File: config.mk
export PLATFORM = sky130hd
export DESIGN_NAME = pgl_core
export DESIGN_NICKNAME = d
export VERILOG_FILES = /design/src/core/pgl_pkg.sv /design/src/core/pgl_core.sv /design/src/core/pgl_irq_rot.sv /design/src/core/pgl_sync.sv
export SDC_FILE = /design/constraint.sdc
export NUM_CORES = 1
export LEC_CHECK = 0
export ABC_CLOCK_PERIOD_IN_PS = 2100
export BUFFER_PORTS_ARGS = -buffer_cell sky130_fd_sc_hd__buf_2
export CAP_MARGIN = 10
export CORE_ASPECT_RATIO = 2
export CORE_UTILIZATION = 30
export CTS_BUF_LIST = sky130_fd_sc_hd__clkbuf_8
export DETAILED_ROUTE_END_ITERATION = 7
export HOLD_SLACK_MARGIN = 0.15
export PLACE_DENSITY_LB_ADDON = 0.3
export SLEW_MARGIN = 20
export SYNTH_ARGS = -nofsm -noshare
export SYNTH_HDL_FRONTEND = slang
export SYNTH_SLANG_ARGS = --single-unit
File: constraint.sdc
create_clock -name mclk_i -period 2.1 [get_ports mclk_i]
set_input_delay 0 -clock mclk_i [delete_from_list [all_inputs] [get_ports mclk_i]]
set_output_delay 0 -clock mclk_i [all_outputs]
set_load 0.03 [all_outputs]
File: src/core/pgl_pkg.sv
// Purpose: shared constants and types of the pci board glue
// Assumes: apb with 32-bit data, one word per register
// Notes:   offsets are byte addresses
package pgl_pkg;
	// register map
	localparam logic [11:0] PGL_OFF_CTRL   = 12'h000;
	localparam logic [11:0] PGL_OFF_GIN    = 12'h004;
	localparam logic [11:0] PGL_OFF_PIRQ   = 12'h008;
	localparam logic [11:0] PGL_OFF_BRIDGE = 12'h00c;
	localparam logic [11:0] PGL_OFF_STAT   = 12'h010;
	// field positions
	localparam int PGL_CTRL_ARB_BIT  = 0;
	localparam int PGL_STAT_BURST    = 0;
	localparam int PGL_STAT_WAKE     = 1;
	localparam int PGL_MOD_LSB       = 13;
	localparam int PGL_REV_LSB       = 17;
	// reset values
	localparam logic       PGL_ARB_RST  = 1'b0;
	localparam logic [1:0] PGL_STAT_RST = 2'h0;
	// address lines used as configuration selects
	localparam int PGL_AD_SLOT1  = 24;
	localparam int PGL_AD_SLOT2  = 25;
	localparam int PGL_AD_SLOT3  = 26;
	localparam int PGL_AD_NET    = 27;
	localparam int PGL_AD_BRIDGE = 28;
	localparam int PGL_AD_SLOT4  = 29;
	// bus clock synthesis from the system clock
	localparam int PGL_SYS_MHZ  = 125;
	localparam int PGL_PCI_MHZ  = 33;
	localparam int PGL_ACC_STEP = 2 * PGL_PCI_MHZ;
	localparam int PGL_ACC_MOD  = PGL_SYS_MHZ;

	// interrupt and status sources bound for the general input lines
	typedef struct packed {
		logic [1:0] multi_io_irq_pair;
		logic       controller_disk_irq;
		logic       net_ctrl_irq_n;
		logic       bridge_summary_irq;
		logic       bridge_bus_error_flag;
	} pgl_gin_t;

	// board identity inputs read through the bridge
	typedef struct packed {
		logic [2:0] board_artwork_rev;
		logic [3:0] board_mod_state;
	} pgl_board_t;
endpackage

File: src/core/pgl_core.sv
// Purpose: pci board glue, interrupt routing and status
// Assumes: apb slave, zero wait states, irq, board and wake inputs asynchronous
// Notes:   wired-or nets are modelled as and of active-low pins
// What this block does
// - slot pins rotate one line per slot
// - pci irq lines active low, level sensed
// - net controller irq on general line 2
// - bridge bus error on general line 0
// - bridge summary irq on general line 1
// - controller disk irq on general line 3
// - multi-io irq pair on lines 4, 5
// - software bit enables backup arbiter
// - board modification code readable by software
// - artwork revision readable, first reads zero
// - bus clock fixed 33 mhz
// - pci accesses single data cycle only
// - one bus reset resets slots and net
// - net wake reaches multi-io power-up
`timescale 1ns/1ps
module pgl_core
	import pgl_pkg::*;
#(
	parameter int AW = 12
) (
	input  wire logic          mclk_i,
	input  wire logic          arst_n_i,
	// apb slave
	input  wire logic          psel_i,
	input  wire logic          penable_i,
	input  wire logic          pwrite_i,
	input  wire logic [AW-1:0] paddr_i,
	input  wire logic [31:0]   pwdata_i,
	output logic      [31:0]   prdata_o,
	output logic               pready_o,
	output logic               pslverr_o,
	// interrupt and board inputs
	input  wire pgl_gin_t      gin_src_i,
	input  wire pgl_board_t    board_i,
	input  wire logic [15:0]   slot_pin_n_i,
	input  wire logic [3:0]    bridge_pin_n_i,
	output logic      [3:0]    pci_irq_lines_n_o,
	// configuration selects
	input  wire logic [31:0]   ad_i,
	output logic      [5:0]    idsel_o,
	// cpu access gate
	input  wire logic          cpu_req_i,
	input  wire logic          cpu_burst_i,
	output logic               cpu_gnt_o,
	// arbiter, clock, reset, wake
	output logic               backup_arbiter_enable_o,
	output logic               pci_clk_o,
	input  wire logic          bus_reset_n_i,
	output logic      [3:0]    slot_reset_n_o,
	output logic               net_reset_n_o,
	input  wire logic          net_wake_i,
	output logic               remote_wake_out_o
);
	localparam int SW = 18;

	logic [3:0]    rot_n [4];
	logic [SW-1:0] raw;
	logic [SW-1:0] syn;
	logic [5:0]    gin_q;
	logic [3:0]    pirq_q;
	logic [3:0]    mod_q;
	logic [2:0]    rev_q;
	logic          wake_q;
	logic          arb_ff;
	logic [1:0]    stat_ff;
	logic [1:0]    nxt_stat;
	logic [31:0]   rdata_ff;
	logic [31:0]   nxt_rdata;
	logic [6:0]    acc_ff;
	logic [7:0]    nxt_acc;
	logic          clk_ff;
	logic          setup;
	logic          wr;
	logic          hit;
	logic          burst_ev;

	// each slot gets its own rotation, slot index 0 to 3
	for (genvar s = 0; s < 4; s++)
	begin : g_slot
		pgl_irq_rot #(
			.SLOT (s)
		) u_rot (
			.pin_n_i  (slot_pin_n_i[4*s +: 4]),
			.line_n_o (rot_n[s])
		);
	end

	// wired-or of all drivers, same net also goes to the bridge
	assign pci_irq_lines_n_o = rot_n[0] & rot_n[1] & rot_n[2]
		& rot_n[3] & bridge_pin_n_i;

	// select lines taken straight from the address bus
	assign idsel_o[0] = ad_i[PGL_AD_SLOT1];
	assign idsel_o[1] = ad_i[PGL_AD_SLOT2];
	assign idsel_o[2] = ad_i[PGL_AD_SLOT3];
	assign idsel_o[3] = ad_i[PGL_AD_NET];
	assign idsel_o[4] = ad_i[PGL_AD_BRIDGE];
	assign idsel_o[5] = ad_i[PGL_AD_SLOT4];

	// reset fans out unclocked so it works with the clock stopped
	assign slot_reset_n_o = {4{bus_reset_n_i}};
	assign net_reset_n_o  = bus_reset_n_i;

	// wake runs on standby power, so no clocked path
	assign remote_wake_out_o = net_wake_i;

	// every asynchronous level goes through one bank
	assign raw = {net_wake_i, board_i, pci_irq_lines_n_o, gin_src_i};

	pgl_sync #(
		.W (SW)
	) u_sync (
		.mclk_i   (mclk_i),
		.arst_n_i (arst_n_i),
		.d_i      (raw),
		.q_o      (syn)
	);

	assign gin_q  = syn[5:0];
	assign pirq_q = syn[9:6];
	assign mod_q  = syn[13:10];
	assign rev_q  = syn[16:14];
	assign wake_q = syn[17];

	// bursts are refused; single cycles pass
	assign cpu_gnt_o = cpu_req_i & ~cpu_burst_i;
	assign burst_ev  = cpu_req_i & cpu_burst_i;

	// apb decode
	assign setup = psel_i & ~penable_i;
	assign wr    = psel_i & penable_i & pwrite_i;
	always_comb
	begin
		case (paddr_i[11:0])
			PGL_OFF_CTRL, PGL_OFF_GIN, PGL_OFF_PIRQ,
			PGL_OFF_BRIDGE, PGL_OFF_STAT: hit = 1'b1;
			default: hit = 1'b0;
		endcase
	end
	assign pready_o  = 1'b1;
	assign pslverr_o = psel_i & penable_i & ~hit;

	// read data prepared in setup, shown in access
	always_comb
	begin
		nxt_rdata = rdata_ff;
		if (setup)
		begin
			nxt_rdata = 32'h0000_0000;
			case (paddr_i[11:0])
				PGL_OFF_CTRL:
					nxt_rdata[PGL_CTRL_ARB_BIT] = arb_ff;
				PGL_OFF_GIN:
					nxt_rdata[5:0] = gin_q;
				PGL_OFF_PIRQ:
					nxt_rdata[3:0] = pirq_q;
				PGL_OFF_BRIDGE:
				begin
					nxt_rdata[PGL_MOD_LSB +: 4] = mod_q;
					nxt_rdata[PGL_REV_LSB +: 3] = rev_q;
				end
				PGL_OFF_STAT:
					nxt_rdata[1:0] = stat_ff;
				default:
					nxt_rdata = 32'h0000_0000;
			endcase
		end
	end

	always_ff @(posedge mclk_i or negedge arst_n_i)
	begin
		if (!arst_n_i)
			rdata_ff <= 32'h0000_0000;
		else
			rdata_ff <= nxt_rdata;
	end
	assign prdata_o = rdata_ff;

	// arbiter enable, software owned
	always_ff @(posedge mclk_i or negedge arst_n_i)
	begin
		if (!arst_n_i)
			arb_ff <= PGL_ARB_RST;
		else if (wr && paddr_i[11:0] == PGL_OFF_CTRL)
			arb_ff <= pwdata_i[PGL_CTRL_ARB_BIT];
	end
	assign backup_arbiter_enable_o = arb_ff;

	// sticky status, write one clears, a new event beats the clear
	always_comb
	begin
		nxt_stat = stat_ff;
		if (wr && paddr_i[11:0] == PGL_OFF_STAT)
			nxt_stat = stat_ff & ~pwdata_i[1:0];
		if (burst_ev)
			nxt_stat[PGL_STAT_BURST] = 1'b1;
		if (wake_q)
			nxt_stat[PGL_STAT_WAKE] = 1'b1;
	end

	always_ff @(posedge mclk_i or negedge arst_n_i)
	begin
		if (!arst_n_i)
			stat_ff <= PGL_STAT_RST;
		else
			stat_ff <= nxt_stat;
	end

	// phase accumulator: 66 half-periods per 125 cycles, i.e. 33 mhz
	// on average; edges jitter by one system cycle, a trade for no pll
	assign nxt_acc = 8'(acc_ff) + 8'(PGL_ACC_STEP);
	always_ff @(posedge mclk_i or negedge arst_n_i)
	begin
		if (!arst_n_i)
		begin
			acc_ff <= 7'h00;
			clk_ff <= 1'b0;
		end
		else if (nxt_acc >= 8'(PGL_ACC_MOD))
		begin
			acc_ff <= 7'(nxt_acc - 8'(PGL_ACC_MOD));
			clk_ff <= ~clk_ff;
		end
		else
			acc_ff <= nxt_acc[6:0];
	end
	assign pci_clk_o = clk_ff;

	// helper: toggles seen in one accumulator period
	logic [7:0] per_ff;
	logic [6:0] tog_ff;
	always_ff @(posedge mclk_i or negedge arst_n_i)
	begin
		if (!arst_n_i)
		begin
			per_ff <= 8'h00;
			tog_ff <= 7'h00;
		end
		else if (per_ff == 8'(PGL_ACC_MOD - 1))
		begin
			per_ff <= 8'h00;
			tog_ff <= 7'h00;
		end
		else
		begin
			per_ff <= per_ff + 8'h01;
			tog_ff <= tog_ff + 7'(nxt_acc >= 8'(PGL_ACC_MOD));
		end
	end
endmodule

File: src/core/pgl_irq_rot.sv
// Purpose: per-slot rotation of interrupt pins onto shared lines
// Assumes: pins and lines are active low
// Notes:   pin a of slot n lands on line n
`timescale 1ns/1ps
module pgl_irq_rot #(
	parameter int SLOT = 0
) (
	input  wire logic [3:0] pin_n_i,
	output logic      [3:0] line_n_o
);
	// line index is pin plus slot, modulo four
	always_comb
	begin
		for (int p = 0; p < 4; p++)
			line_n_o[(p + SLOT) % 4] = pin_n_i[p];
	end
endmodule

File: src/core/pgl_sync.sv
// Purpose: two-stage synchroniser bank
// Assumes: bits are independent levels
// Notes:   first stage feeds only the second
`timescale 1ns/1ps
module pgl_sync #(
	parameter int W = 1
) (
	input  wire logic         mclk_i,
	input  wire logic         arst_n_i,
	input  wire logic [W-1:0] d_i,
	output logic      [W-1:0] q_o
);
	logic [W-1:0] meta_ff;
	logic [W-1:0] q_ff;

	// two flops so metastability never reaches software
	always_ff @(posedge mclk_i or negedge arst_n_i)
	begin
		if (!arst_n_i)
		begin
			meta_ff <= '0;
			q_ff    <= '0;
		end
		else
		begin
			meta_ff <= d_i;
			q_ff    <= meta_ff;
		end
	end

	assign q_o = q_ff;
endmodule

# Word-level counts from Yosys, hierarchy flattened
# Cells that the tools add are included.
[totals]
regBits = 60
inputBits = 118
out_inout_bits = 53
[classes]
add_sub_neg = 2
n_lt_le_gt_ge = 1
n_eq_ne = 4
muxes = 10
bitwise = 16
n_reduce_logical = 6
[op_table]
columns = ["cell", "count"]
rows = [
  ["$eq 12x4->1 const B", 2],
  ["$and 4x4->4", 4],
  ["$mux 7", 2],
  ["$eq 12x3->1 const B", 1],
  ["$eq 12x5->1 const B", 1],
  ["$logic_not 12->1", 1],
  ["$add 7x7->8 const B", 1],
  ["$ge 8x7->1 const B", 1],
  ["$sub 7x7->7 const B", 1],
  ["$and 1x1->1", 6],
  ["$reduce_or 5->1", 1],
  ["$mux 2", 2],
  ["$not 1->1", 4],
  ["$pmux 1 s4", 1],
  ["$pmux 2 s2", 1],
  ["$reduce_bool 2->1", 2],
  ["$mux 1", 3],
  ["$pmux 1 s3", 1],
  ["$and 2x2->2", 1],
  ["$logic_and 1x1->1", 2],
  ["$not 2->2", 1],
]

# Logic depth before layout (Yosys ltp)
[logic_depth]
ltp_word = 5
ltp_mapped = 7

# Modules after synthesis
# From an unflattened synthesis, not the netlist that was laid out.
[hier_totals]
cells_unflattened = 239
area_unflattened_um2 = 2726.4
[modules_own_cells]
columns = ["mod", "n_inst", "cells_per_inst", "area_each_um2"]
rows = [
  ["pgl_core", 1, 187, 1705.4],
  ["pgl_sync", 1, 36, 900.9],
  ["pgl_irq_rot", 4, 4, 30.0],
]

# Worst setup path before layout
# OpenSTA, ideal clock, no wires.
[synth_path]
kind = "reg-to-reg"
startpoint = "register acc_ff[1]"
endpoint = "register acc_ff[5]"
setup_time_ns = 0.125
arrival_ns = 1.907
t_required_ns = 1.975
setup_slack_ns = 0.068
path_stages_with_launch = 8
n_path_buf = 1
period_less_slack_ns = 2.032
path_cell_list = "dfrtp_1 ha_1 buf_2 and4b_1 or4_1 a32o_1 a21o_1 xnor2_1"
[synth_between]
elab_chain_len = 3
[synth_lines]
columns = ["item", "line", "rtl"]
rows = [
  ["start, declared", "pgl_core.sv:73", "logic [6:0] acc_ff;"],
  ["start signal, assigned", "pgl_core.sv:225", "acc_ff <= 7'(nxt_acc - 8'(PGL_ACC_MOD));"],
  ["start signal, assigned", "pgl_core.sv:229", "acc_ff <= nxt_acc[6:0];"],
  ["$add 7x7->8 (*)", "pgl_core.sv:215", "assign nxt_acc = 8'(acc_ff) + 8'(PGL_ACC_STEP);"],
  ["$sub 7x7->7 or $ge 8x7->1 (tied branches)", "-", ""],
  ["$mux 7 (*)", "pgl_core.sv:223", "else if (nxt_acc >= 8'(PGL_ACC_MOD))"],
]
# Every way passes the cells marked *; elsewhere a longest branch is shown, timed or not.
# A chain may end at the register's enable or synchronous reset.

# Worst setup path after layout
[layout_path]
startpoint = "register acc_ff[2]"
endpoint = "register acc_ff[5]"
# The elaborated chain is that of the path after synthesis.

==> key figures <==
GRT
  • First-pass GRT wire length: about 8.6 mm
  • Vias in the first global route: just under 2000
  • GRT Util Overall: 13.00%
  • Initial antenna violation count: 0
  • Largest net degree at the start of global routing: 23
  • GRT overflow: 0

Detailed routing
  • Final wirelength: 5.194 mm
  • DR vias/cell: ~4.4
  • Routed Antenna Nets: 0
  • Starting DRT DRC Count: 46
  • Drt pass-1 iters: 4
  • DR vias: between 1500 and 2000
  • DRC viols: 0
  • Drt wl/cell: roughly 12 um

Synth
  • Async SR Flop Fraction: 100.0%
  • YS warnings: 0
  • Sequential fraction of the synthesis area: between 50 and 60%
  • Syn_area_per_cell: 11.85 um^2
  • Post-synth EDFFs: 0
  • #FFs+latches synth: 60
  • Synth Instances: roughly 220
  • Most common flop cell mapped by yosys: dfrtp_1
  • Library cells used by synthesis: 45
  • Synth Cell Area: approximately 0.0026 mm^2

Placed design
  • DP Wirelength: 3.843 mm
  • Port Buf Inserts: 76
  • GP Congestion: 0.7613
  • # placed instances: 378

STA
  • Slew Viols, Final: 0
  • Worst slew pin tran: roughly 650 ps
  • Final hold slack: 162.9 ps
  • Final Hold Violating Endpoints: 0
  • Slew headroom: 56.30%
  • Minimum clock period: 2010 ps
  • Final setup TNS: 0 ps
  • Skew final: just over 5 ps
  • Final period utilization: 95.71%
  • Highest Clock Rate: 0.4975 GHz
  • Final Setup Violations: 0
  • RSZ-0062 raised after global routing: false

Critical path
  • RR Endpoint: acc_ff[5]$_DFF_PN0_
  • Reg2Reg Setup Slack: 90 ps
  • CP Launch Type: flop
  • Critical Path Sink Type: flop
  • CP Launch Point: acc_ff[2]$_DFF_PN0_
  • Worst setup path end: acc_ff[5]$_DFF_PN0_
  • Worst r2r src: acc_ff[2]$_DFF_PN0_
  • Critical path type: reg2reg
  • Worst R2R Path Depth: 8
  • CP required: 2330 ps
  • Crit path max fanout: 7
  • Critical Path AT: roughly 2200 ps

Floorplan
  • Die area: 0.009006 mm^2
  • Rows: 47
  • Die width: 67.61 um
  • Core area: between 0.008 and 0.009 mm^2
  • Initial Util: 31.15%
  • Die span in y: around 130 um
  • Top-Level Pins: around 170

Clock tree
  • Buffer count from post-CTS setup fixing: 0
  • Num Clock Sinks: 60
  • Clock latency on the worst-skew pair: 330 ps
  • Worst-path clk slew: 60 ps
  • Root buf cell: clkbuf_8
  • Longest Clk Path Bufs: 2
  • Clock buffer count from CTS: 9
  • Htree depth: 3
  • TritonCTS clock tree: yes

Layout
  • Layout Nets: ~460
  • Filler cells: 796
  • Fraction of layout cells with a size suffix above 1: a little under a third
  • Final Non-Filler Cells: 435
  • Area growth, synth to finish: 36.43%
  • Sequential cell area: between 0.0015 and 0.002 mm^2
  • Multi-input logic area: about 860 um^2
  • Diode count: 0

Pwr
  • PwrDens: 653.6 mW/mm^2
  • Max IR drop VDD: approximately 0.25 mV
  • Pwr Total: approximately 2300 uW
  • Pleak: between 0.0015 and 0.002 uW

Flow run
  • Max Cap Violations: 0

Status
  • Status: finished clean

Hold path
  • HP Class: in2out
-- layout make-up --
class,count,share of cell area [%]
well taps,98,3.480
clock buffers,10,3.906
repair buffers,125,24.57
multi-input cells,134,24.47
flip-flops and latches,60,42.61
inverters,4,0.4261
clock inverters,4,0.5327
-- Yosys cell counts (all sizes together), types with 2 or more instances --
library cell	count	share of area, %
and3	3	0.73
nor3	4	0.78
nor2b	6	1.5
nand3	9	1.9
nor2	12	1.7
clkbuf	2	0.29
buf	36	10
xnor2	6	2.0
o21ai	6	1.3
or4	2	0.58
inv	4	0.58
a22oi	2	0.58
xor2	2	0.68
a31o	2	0.68
conb	2	0.29
a21oi	5	0.97
nand2	15	2.2
nand4	2	0.48
ha	5	2.4
nand2b	2	0.48
mux2i	3	1.2
a21o	2	0.58
dfrtp	60	58
a22o	10	3.4
-- stage by stage --
step           util (%)  setup WS [ps]  cell area (um^2)
5_1_grt           42.49          16.67              3523
6_report          42.49          90.01              3523
4_1_cts           42.46          66.76              3521
3_5_place_dp      35.26          99.40              2924
2_1_floorplan         -          68.21              2650
3_3_place_gp      35.26          118.3              2924
-- power by group --
group	total (uW)	switching (uW)	leakage [uW]	internal [uW]
clock	842	407	0.0000890	436
combinational	259	156	0.000937	103
sequential	1200	10.7	0.000731	1190
total	2300	573	0.00176	1730
-- worst max-delay path, stage by stage, from the launching register on --
cell and delay (ps):
dfrtp_1 380, buf_4 160, inv_1 50, ha_1 130, a21oi_1 90, or4_1 520, a32o_1 220, a21o_1 170
xnor2_1 190
-- how the worst min path moves through the flow --
stage | from | end | slack (ps) | cells past startpoint
finish | bus_reset_n_i | slot_reset_n_o[1] | 160 | 1
global route | bus_reset_n_i | slot_reset_n_o[3] | 160 | 1
CTS | paddr_i[4] | stat_ff[1]$_DFFE_PN0P_ | 150 | 5
detailed placement | arst_n_i | u_sync.meta_ff[1]$_DFF_PN0_ | -60 | 1
global placement | arst_n_i | u_sync.meta_ff[17]$_DFF_PN0_ | -60 | 1
floorplan | arst_n_i | acc_ff[0]$_DFFE_PN0P_ | -300 | 0
-- cell usage in the layout (no fill, tap or decap), types with 2 or more instances in the layout --
master          n
a21o_1          2
a21oi_1         5
a22o_1         10
a22oi_1         2
a31o_1          2
and3_1          3
buf_2          76
buf_4           6
clkbuf_8       10
clkinv_2        3
conb_1         20
dfrtp_1        60
dlygate4sd3_1  42
ha_1            4
inv_1           5
mux2i_1         3
nand2_1        15
nand2b_1        2
nand3_1         8
nand4_1         2
nor2_1         12
nor2b_1         6
nor3_1          4
o21ai_0         4
or4_1           2
xnor2_1         6
xor2_1          2
-- registers in the layout, indices dropped and copies added, names as in the netlist --
| signal | count |
|---|---|
| acc_ff | 7 |
| backup_arbiter_enable_o | 1 |
| pci_clk_o | 1 |
| prdata_o | 13 |
| stat_ff | 2 |
| u_sync.meta_ff | 18 |
| u_sync.q_o | 18 |
-- per-layer routing --
metal	up-vias	GRT usage (%)	part of all wire, %
met2	77	22.44	55
met4	0	8.983	3.1
li1	925	-	-
met5	-	0	0
met1	914	12.60	36
met3	13	3.596	5.9
-- timing repair --
| action | CTS | global route |
|---|---|---|
| hold buffers | 43 | 0 |
| endpoints found under the hold margin | 96 | 0 |
| endpoints found under the setup margin | 0 | 1 |
| resized for setup | 0 | 1 |
-- logic make-up after synthesis --
| family | count (synthesis) | share of synthesized area, % |
|---|---|---|
| simple gates | 63 | 13.23 |
| buf+inv | 42 | 11.19 |
| mux | 4 | 1.599 |
| xor+xnor | 8 | 2.713 |
| fa+ha+maj | 5 | 2.422 |
| other cells | 2 | 0.2908 |
| flops | 60 | 58.14 |
| compound gates | 34 | 10.42 |
No activity file was read; power rests on OpenSTA's default activity.
